File: src/include/dmairq_pkg.sv
// Constants and types shared by the DMA event status and flag clear block.
// Assumes a 32-bit AHB-Lite system bus running on the block's own clock.

package dmairq_pkg;

  // ----------------------------------------------------------------
  // Address map
  // ----------------------------------------------------------------
  localparam int DMAIRQ_WIN_BITS = 12;
  localparam logic [31:0] DMAIRQ_BASE_ADDR = 32'hA0000000;
  localparam logic [DMAIRQ_WIN_BITS-1:0] DMAIRQ_OFS_STATUS = 12'h000;
  localparam logic [DMAIRQ_WIN_BITS-1:0] DMAIRQ_OFS_CLEAR = 12'h004;

  // ----------------------------------------------------------------
  // Fields and reset values
  // ----------------------------------------------------------------
  localparam int DMAIRQ_CH0_FLAG_BIT = 0;
  localparam logic [31:0] DMAIRQ_STATUS_RST = 32'h00000000;
  localparam logic [31:0] DMAIRQ_CLEAR_RST = 32'h00000000;
  localparam logic DMAIRQ_FLAG_RST = 1'h0;

  // ----------------------------------------------------------------
  // AHB-Lite encodings
  // ----------------------------------------------------------------
  localparam logic [2:0] DMAIRQ_HSIZE_WORD = 3'h2;
  localparam logic DMAIRQ_HRESP_OKAY = 1'h0;
  localparam logic DMAIRQ_HRESP_ERROR = 1'h1;

  // ----------------------------------------------------------------
  // Response sequencer, Gray coded along OKAY, ERR1, ERR2
  // ----------------------------------------------------------------
  typedef enum logic [1:0]
  {
    DMAIRQ_RSP_OKAY = 2'h0,
    DMAIRQ_RSP_ERR1 = 2'h1,
    DMAIRQ_RSP_ERR2 = 2'h3
  } dmairq_rsp_e;

  function automatic logic dmairq_offset_hit(input logic [DMAIRQ_WIN_BITS-1:0] ofs,
                                             input logic [DMAIRQ_WIN_BITS-1:0] reg_ofs);
    dmairq_offset_hit = (ofs == reg_ofs);
  endfunction

endpackage

File: src/include/dmairq_evt_if.sv
// Carrier between the bus front end and the channel 0 flag keeper.
// Assumes both ends run on the same clock.

`timescale 1ns/1ps

interface dmairq_evt_if;
  logic transfer_error_event;
  logic half_transfer_event;
  logic transfer_complete_event;
  logic clear_strobe;
  logic flag;

  modport ctl
  (
    output transfer_error_event,
    output half_transfer_event,
    output transfer_complete_event,
    output clear_strobe,
    input flag
  );

  modport keeper
  (
    input transfer_error_event,
    input half_transfer_event,
    input transfer_complete_event,
    input clear_strobe,
    output flag
  );
endinterface

File: src/verilog/dmairq_flag.sv
// Channel 0 global event flag keeper.
// Assumes event pulses and the clear strobe come from logic on clk.

`timescale 1ns/1ps

module dmairq_flag
  import dmairq_pkg::*;
(
  input wire logic clk,
  input wire logic nrst,
  dmairq_evt_if.keeper evt
);

  logic flag_reg;
  logic flag_next;
  logic any_event;

  // ----------------------------------------------------------------
  // Set and clear
  // ----------------------------------------------------------------
  // Three distinct channel events all feed the one global flag
  assign any_event = evt.transfer_error_event | evt.half_transfer_event | evt.transfer_complete_event;
  // Set wins over a clear in the same cycle so no event is lost
  assign flag_next = any_event | (flag_reg & ~evt.clear_strobe);

  always_ff @(posedge clk or negedge nrst)
  begin
    if (!nrst)
      flag_reg <= DMAIRQ_FLAG_RST;
    else
      flag_reg <= flag_next;
  end

  assign evt.flag = flag_reg;

endmodule

File: src/verilog/dmairq_top.sv
// DMA event status register and flag clear register on an AHB-Lite slave port.
// Assumes HSEL comes from the system decoder and all ports are on clk.

`timescale 1ns/1ps

module dmairq_top
  import dmairq_pkg::*;
#(
  parameter logic [31:0] BASE_ADDR = dmairq_pkg::DMAIRQ_BASE_ADDR
)
(
  input wire logic clk,
  input wire logic nrst,
  input wire logic hsel,
  input wire logic [31:0] haddr,
  input wire logic [1:0] htrans,
  input wire logic hwrite,
  input wire logic [2:0] hsize,
  input wire logic [31:0] hwdata,
  input wire logic hready,
  output logic [31:0] hrdata,
  output logic hreadyout,
  output logic hresp,
  input wire logic transfer_error_event,
  input wire logic half_transfer_event,
  input wire logic transfer_complete_event,
  output logic chan0_any_event_flag
);

  import dmairq_pkg::*;

  // ----------------------------------------------------------------
  // Elaboration checks
  // ----------------------------------------------------------------
  if (BASE_ADDR[DMAIRQ_WIN_BITS-1:0] != '0)
  begin : g_base_check
    $error("BASE_ADDR must be aligned to the register window");
  end

  // ----------------------------------------------------------------
  // Declarations
  // ----------------------------------------------------------------
  dmairq_evt_if evt();

  dmairq_rsp_e rsp_reg;
  dmairq_rsp_e rsp_next;
  logic [31:0] hrdata_reg;
  logic [31:0] hrdata_next;
  logic hreadyout_reg;
  logic hreadyout_next;
  logic hresp_reg;
  logic hresp_next;
  logic wr_clear_pend_reg;

  wire logic take;
  wire logic base_hit;
  wire logic size_ok;
  wire logic bad_access;
  wire logic [DMAIRQ_WIN_BITS-1:0] ofs;
  wire logic hit_status;
  wire logic hit_clear;
  wire logic rd_ok;
  wire logic wr_clear;
  wire logic [31:0] status_word;

  // ----------------------------------------------------------------
  // Address phase decode
  // ----------------------------------------------------------------
  assign take = hsel & hready & htrans[1];
  assign base_hit = (haddr[31:DMAIRQ_WIN_BITS] == BASE_ADDR[31:DMAIRQ_WIN_BITS]);
  assign ofs = haddr[DMAIRQ_WIN_BITS-1:0];
  assign hit_status = dmairq_offset_hit(ofs, DMAIRQ_OFS_STATUS);
  assign hit_clear = dmairq_offset_hit(ofs, DMAIRQ_OFS_CLEAR);
  // Narrow or unaligned accesses get an ERROR response, which the core turns into a fault
  assign size_ok = (hsize == DMAIRQ_HSIZE_WORD) & (haddr[1:0] == 2'h0);
  assign bad_access = take & ~(base_hit & size_ok);
  assign rd_ok = take & ~bad_access & ~hwrite;
  // Writes to the status offset fall through here and touch nothing
  assign wr_clear = take & ~bad_access & hwrite & hit_clear;

  // ----------------------------------------------------------------
  // Read data
  // ----------------------------------------------------------------
  assign status_word = 32'(evt.flag) << DMAIRQ_CH0_FLAG_BIT;
  // Clear register and unused offsets read as zero
  assign hrdata_next = (rd_ok & hit_status) ? status_word : DMAIRQ_CLEAR_RST;

  // ----------------------------------------------------------------
  // Response sequencer
  // ----------------------------------------------------------------
  // ERROR takes two cycles so the master can cancel its next transfer
  always_comb
  begin
    rsp_next = rsp_reg;
    unique case (rsp_reg)
      DMAIRQ_RSP_OKAY: rsp_next = bad_access ? DMAIRQ_RSP_ERR1 : DMAIRQ_RSP_OKAY;
      DMAIRQ_RSP_ERR1: rsp_next = DMAIRQ_RSP_ERR2;
      DMAIRQ_RSP_ERR2: rsp_next = bad_access ? DMAIRQ_RSP_ERR1 : DMAIRQ_RSP_OKAY;
      default: rsp_next = DMAIRQ_RSP_OKAY;
    endcase
  end

  assign hreadyout_next = (rsp_next != DMAIRQ_RSP_ERR1);
  assign hresp_next = (rsp_next == DMAIRQ_RSP_OKAY) ? DMAIRQ_HRESP_OKAY : DMAIRQ_HRESP_ERROR;

  always_ff @(posedge clk or negedge nrst)
  begin
    if (!nrst)
    begin
      rsp_reg <= DMAIRQ_RSP_OKAY;
      hreadyout_reg <= 1'h1;
      hresp_reg <= DMAIRQ_HRESP_OKAY;
    end
    else
    begin
      rsp_reg <= rsp_next;
      hreadyout_reg <= hreadyout_next;
      hresp_reg <= hresp_next;
    end
  end

  always_ff @(posedge clk or negedge nrst)
  begin
    if (!nrst)
    begin
      hrdata_reg <= DMAIRQ_STATUS_RST;
      wr_clear_pend_reg <= 1'h0;
    end
    else
    begin
      hrdata_reg <= hrdata_next;
      wr_clear_pend_reg <= wr_clear;
    end
  end

  // ----------------------------------------------------------------
  // Flag keeper
  // ----------------------------------------------------------------
  assign evt.transfer_error_event = transfer_error_event;
  assign evt.half_transfer_event = half_transfer_event;
  assign evt.transfer_complete_event = transfer_complete_event;
  // Clear acts in the write data phase; a zero bit leaves the flag alone
  assign evt.clear_strobe = wr_clear_pend_reg & hwdata[DMAIRQ_CH0_FLAG_BIT];

  dmairq_flag u_flag
  (
    .clk(clk),
    .nrst(nrst),
    .evt(evt.keeper)
  );

  // ----------------------------------------------------------------
  // Outputs
  // ----------------------------------------------------------------
  assign hrdata = hrdata_reg;
  assign hreadyout = hreadyout_reg;
  assign hresp = hresp_reg;
  assign chan0_any_event_flag = evt.flag;

endmodule
File: config.mk
export PLATFORM = sky130hd
export DESIGN_NAME = dmairq_top
export DESIGN_NICKNAME = d
export VERILOG_FILES = /design/src/include/dmairq_pkg.sv /design/src/include/dmairq_evt_if.sv /design/src/verilog/dmairq_flag.sv /design/src/verilog/dmairq_top.sv
export SDC_FILE = /design/constraint.sdc
export NUM_CORES = 1
export LEC_CHECK = 0
export ABC_AREA = 1
export BUFFER_PORTS_ARGS = -buffer_cell sky130_fd_sc_hd__buf_2
export CAP_MARGIN = 20
export CORE_AREA = 2 2 56 58
export CTS_BUF_LIST = sky130_fd_sc_hd__clkbuf_4
export DETAILED_ROUTE_END_ITERATION = 6
export DIE_AREA = 0 0 58 60
export GPL_TIMING_DRIVEN = 0
export PLACE_DENSITY = 0.73
export SLEW_MARGIN = 20
export SYNTH_ARGS = -nofsm -noshare
export SYNTH_HDL_FRONTEND = slang
export SYNTH_SLANG_ARGS = --single-unit
File: constraint.sdc
create_clock -name clk -period 1 [get_ports clk]
set_input_delay 0.15 -clock clk [delete_from_list [all_inputs] [get_ports clk]]
set_output_delay 0.15 -clock clk [all_outputs]
set_load 0.03 [all_outputs]
-- Word-level counts from Yosys, hierarchy flattened
Cells that the tools add are included.
- equal/unequal tests: 6
- muxes and demuxes: 4
- bitwise logic cells: 19
- reductions and logical operators: 5
- operators with widths (kind ; number):
    20-bit == test (second input constant) ; 1
    1-bit AND ; 12
    12-bit by 3-bit == test with 1-bit output (second input constant) ; 1
    12-bit logical NOT ; 1
    2-bit logical NOT ; 3
    1-bit NOT ; 4
    2-bit one-hot mux with 2 select lines ; 1
    3-bit by 2-bit == test with 1-bit output (second input constant) ; 1
    1-bit two-way mux ; 3
    1-bit bitwise OR ; 3
    2-bit by 1-bit == test with 1-bit output (second input constant) ; 1
    2-bit == test (second input constant) ; 1
    2-bit by 1-bit != test with 1-bit output (second input constant) ; 1
    2-bit OR reduction ; 1
- bits in registers: 7
- bits of input ports: 77

-- Longest topological paths before layout
- depth in word-level cells: 10
- mapped depth: 8
- gate-level depth less buffers: 8

-- Cells and area by module
From an unflattened synthesis, not the netlist that was laid out.
- cell total of the unflattened synthesis: 111
- area, all modules: 753.2 um^2
- by module, submodules not included (module ; cells each ; area an instance (um^2) ; times used):
    dmairq_top ; 105 ; 708.2 ; 1
    dmairq_flag ; 6 ; 45.0 ; 1

-- Worst setup path after synthesis
OpenSTA, ideal clock, no wires.
- kind: reg-to-reg
- start: register u_flag.flag_reg, in the netlist u_flag.evt.flag
- end: register u_flag.flag_reg, in the netlist u_flag.evt.flag
- stages on the path, launching flop included: 4
- library setup time: 0.139 ns
- buffers on the path: 0
- data arrival time: 0.983 ns
- slack: -0.122 ns
- clock period less this slack: 1.122 ns
- cells stage by stage: dfrtp_1 inv_1 a21oi_1 or4_1
- longest elaborated chain between the ends: 2
- RTL lines (element ; line ; RTL):
    start, declared ; dmairq_flag.sv:14 ; logic flag_reg;
    start signal, assigned ; dmairq_flag.sv:31 ; flag_reg <= flag_next;
    1-bit AND ; dmairq_flag.sv:24 ; assign flag_next = any_event | (flag_reg & ~evt.clear_strobe);
    1-bit bitwise OR ; dmairq_flag.sv:24 ;
    via u_flag.flag_next ; dmairq_flag.sv:15 ; logic flag_next;
The timed path passes the listed nets, and every way through them passes these cells.

-- Worst setup path in the final report
- start: register rsp_reg[0]
- end: register hresp_reg, in the netlist hresp
- longest elaborated chain between the ends: 5
- RTL lines (element ; line ; RTL):
    start, declared ; dmairq_top.sv:45 ; dmairq_rsp_e rsp_reg;
    start signal, assigned ; dmairq_top.sv:116 ; rsp_reg <= rsp_next;
    2-bit == test or 2-bit logical NOT (tied branches) ; dmairq_top.sv:95 ; unique case (rsp_reg)
    2-bit OR reduction (no line) ; - ;
    2-bit one-hot mux with 2 select lines * ; dmairq_top.sv:95 ;
    2-bit logical NOT * ; dmairq_top.sv:104 ; assign hresp_next = (rsp_next == DMAIRQ_RSP_OKAY) ? DMAIRQ_HRESP_OKAY : DMAIRQ_HRESP_ERROR;
    1-bit two-way mux * ; dmairq_top.sv:104 ;
    via hresp_next ; dmairq_top.sv:52 ; logic hresp_next;
    end signal, assigned ; dmairq_top.sv:118 ; hresp_reg <= hresp_next;
    end, declared ; dmairq_top.sv:51 ; logic hresp_reg;
The timed path passes the listed nets; every way through them passes the cells marked *.

==> impl_metrics.env <==
export IMPL_antenna_cells=0
export IMPL_area_growth_pct=63.1
export IMPL_std_cell_rows=20
export IMPL_largest_voltage_drop_on_the_vdd_net_mv=1.12
export IMPL_min_delay_path_depth=2
export IMPL_drive_gt1_frac=0.500
export IMPL_final_nets=273
export IMPL_cap_viol_max_count=0
export IMPL_initial_util=0.256
export IMPL_outcome="finished with violations"
export IMPL_drc=0
export IMPL_ff2ff_path_depth=8
export IMPL_post_route_core_utilization=0.417
export IMPL_post_layout_total_power_mw=1.46
export IMPL_end_kind="register"
export IMPL_cts_htree_levels=1
export IMPL_grt_max_degree=8
export IMPL_layout_worst_path_cycle_share=1.15
export IMPL_highest_signal_layer="met3"
export IMPL_worstSkewPairLatency_ps=250
export IMPL_numCtsBuffers=3
export IMPL_yosysUniqueCellTypes=17
export IMPL_fin_setup_tns_ps=-440
export IMPL_final_hold_violation_count=0
export IMPL_fmax_ghz=0.871
export IMPL_ioPinCount=112
export IMPL_vert_die_dim_microns=60
export IMPL_routed_length_on_met3_microns=193
export IMPL_grt_pass1_wl_microns=2480
export IMPL_final_cell_count_no_fill=225
export IMPL_detailroute_wirelength_met2_microns=817
export IMPL_grt_overflow_total=0
export IMPL_clockBufferDepth=2
export IMPL_cts_clk_slew_worst_paths_ps=60
export IMPL_power_per_cell_area_nw_per_um2=1210
export IMPL_tritoncts="built"
export IMPL_failing_checks="setup timing"
export IMPL_place_hpwl_microns=1510
export IMPL_drt_first_pass_iters=4
export IMPL_path_class="register to register"
export IMPL_arrival_ps=1290
export IMPL_worst_hold_slack_ps=91.5
export IMPL_rsz0062_at_grt="true"
export IMPL_maxSlewViolCount=0
export IMPL_worst_setup_path_start_kind="register"
export IMPL_synth_cell_area_sq_um=742
export IMPL_core_area_sq_um=2900
export IMPL_netlist_top_cells_area="buf_4 31%, dfrtp_1 20%, nor2_1 14%, nand3_1 5.4%, ha_1 5.1%"
export IMPL_vias=793
export IMPL_fin_worst_skew_ps=0.158
export IMPL_post_route_min_period_ps=1150
export IMPL_post_drt_via_cell_ratio=3.52
export IMPL_finalWirelength_microns=1680
export IMPL_die_area_sq_um=3480
export IMPL_synth_ff_latch_count=7
export IMPL_groute_usage_overall=0.0919
export IMPL_synth_avg_cell_area_sq_um=6.93
export IMPL_drtIter0Drc=2
export IMPL_synth_top_cell_area_share=0.314
export IMPL_cp_data_required_time_ps=1140
export IMPL_wl_met1_microns=669
export IMPL_placed_cells=218
export IMPL_p_leak_nw=0.728
export IMPL_final_count_of_negative_setup_slack_endpoints=5
export IMPL_hold_class="primary input to register"
export IMPL_synth_yosys_warnings=0
export IMPL_wire_per_inst_microns=7.47
export IMPL_largest_register_ffs=2
export IMPL_yosysSeqAreaShare=0.238
export IMPL_crit_path_max_fanout=2
export IMPL_die_w_microns=58
export IMPL_gpl_final_weighted_congestion=0.657
export IMPL_clock_root_buffer="clkbuf_4"
export IMPL_fin_ws_ps=-148
export IMPL_filler_cell_count=307
export IMPL_first_global_vias=676
export IMPL_grt_antenna_before_repair=0
export IMPL_leading_area_contributor_after_synthesis="buf_4"
export IMPL_most_frequent_cells_in_the_layout="46 x buf_2, 34 x buf_4, 31 x conb_1, 27 x nor2_1, 9 x inv_1"
export IMPL_syn_instance_count=107
export IMPL_io_buffer_count=48
export IMPL_antenna_left=0
export IMPL_final_common_cell="buf_2"
export IMPL_sinks_on_the_clock_net=7
## metrics by stage
| stage | cell area, sq um | worst slack [ps] |
|---|---|---|
| floorplan | 861 | -75.8 |
| global placement | 1140 | -127 |
| detailed placement | 1140 | -146 |
| CTS | 1200 | -137 |
| global route | 1210 | -251 |
| finish | 1210 | -148 |
## logic make-up (layout without fill, tap and decap cells)
family	Yosys count	count (layout)	share of synthesized area
AOI/OAI and AO/OA	1	1	0.00674
and+or+nand+nor	53	53	0.331
other	1	31	0.00505
adders and majority gates	3	3	0.0506
DFF	7	7	0.238
buffers and inverters	42	97	0.369
## critical path, stage by stage (launching register included)
cell,delay [ps]
dfrtp_1,350
inv_1,50
ha_1,280
inv_1,60
nor2_1,40
nand2_1,80
nand2_2,70
nand2_2,70
nand2_2,40
## cell usage after synthesis, drive strengths merged
cell type / number
nand2: 7
nand4: 4
buf: 31
or4: 1
nand3b: 2
a21oi: 1
dfrtp: 6
nor2: 29
inv: 11
conb: 1
nor3: 2
dfstp: 1
nand3: 8
ha: 3
## timing repair
| action | in CTS | in global routing |
|---|---|---|
| pin swaps | 0 | 4 |
| hold buffers | 1 | 0 |
| resized for setup | 2 | 3 |
| setup endpoints to repair | 5 | 6 |
| endpoints found under the hold margin | 7 | 0 |
| setup buffers | 2 | 0 |
## layer usage
metal	GRT usage	vias to the layer above
met1	0.0991	310
met2	0.180	43
met4	0.0399	0
met3	0.00866	0
met5	0	-
li1	-	440
## worst paths after layout
kind                                startpoint         endpoint  slack (ps)
max                                 rsp_reg[0]            hresp        -150
min                        half_transfer_event  u_flag.evt.flag          90
max reg2reg                         rsp_reg[0]            hresp        -150
min reg2reg                  wr_clear_pend_reg  u_flag.evt.flag         620
max in group asynchronous                 nrst        hreadyout         520
min in group asynchronous                 nrst        hrdata[0]         260
## final cells by class
cell class | instances | area, sq um | area share
multi-input combinational | 88 | 413 | 0.341
timing repair buffer | 51 | 274 | 0.226
buffer | 31 | 233 | 0.192
sequential | 7 | 178 | 0.147
inverter | 11 | 41.3 | 0.0341
tap | 33 | 41.3 | 0.0341
clock buffer | 4 | 30.0 | 0.0248
## power breakdown
part / total, mW / switching, mW / internal (mW)
Clock: 0.292 / 0.112 / 0.180
Sequential: 0.398 / 0.0305 / 0.367
Combinational: 0.771 / 0.453 / 0.318
Total: 1.46 / 0.596 / 0.865
No activity file was read; power rests on OpenSTA's default activity.
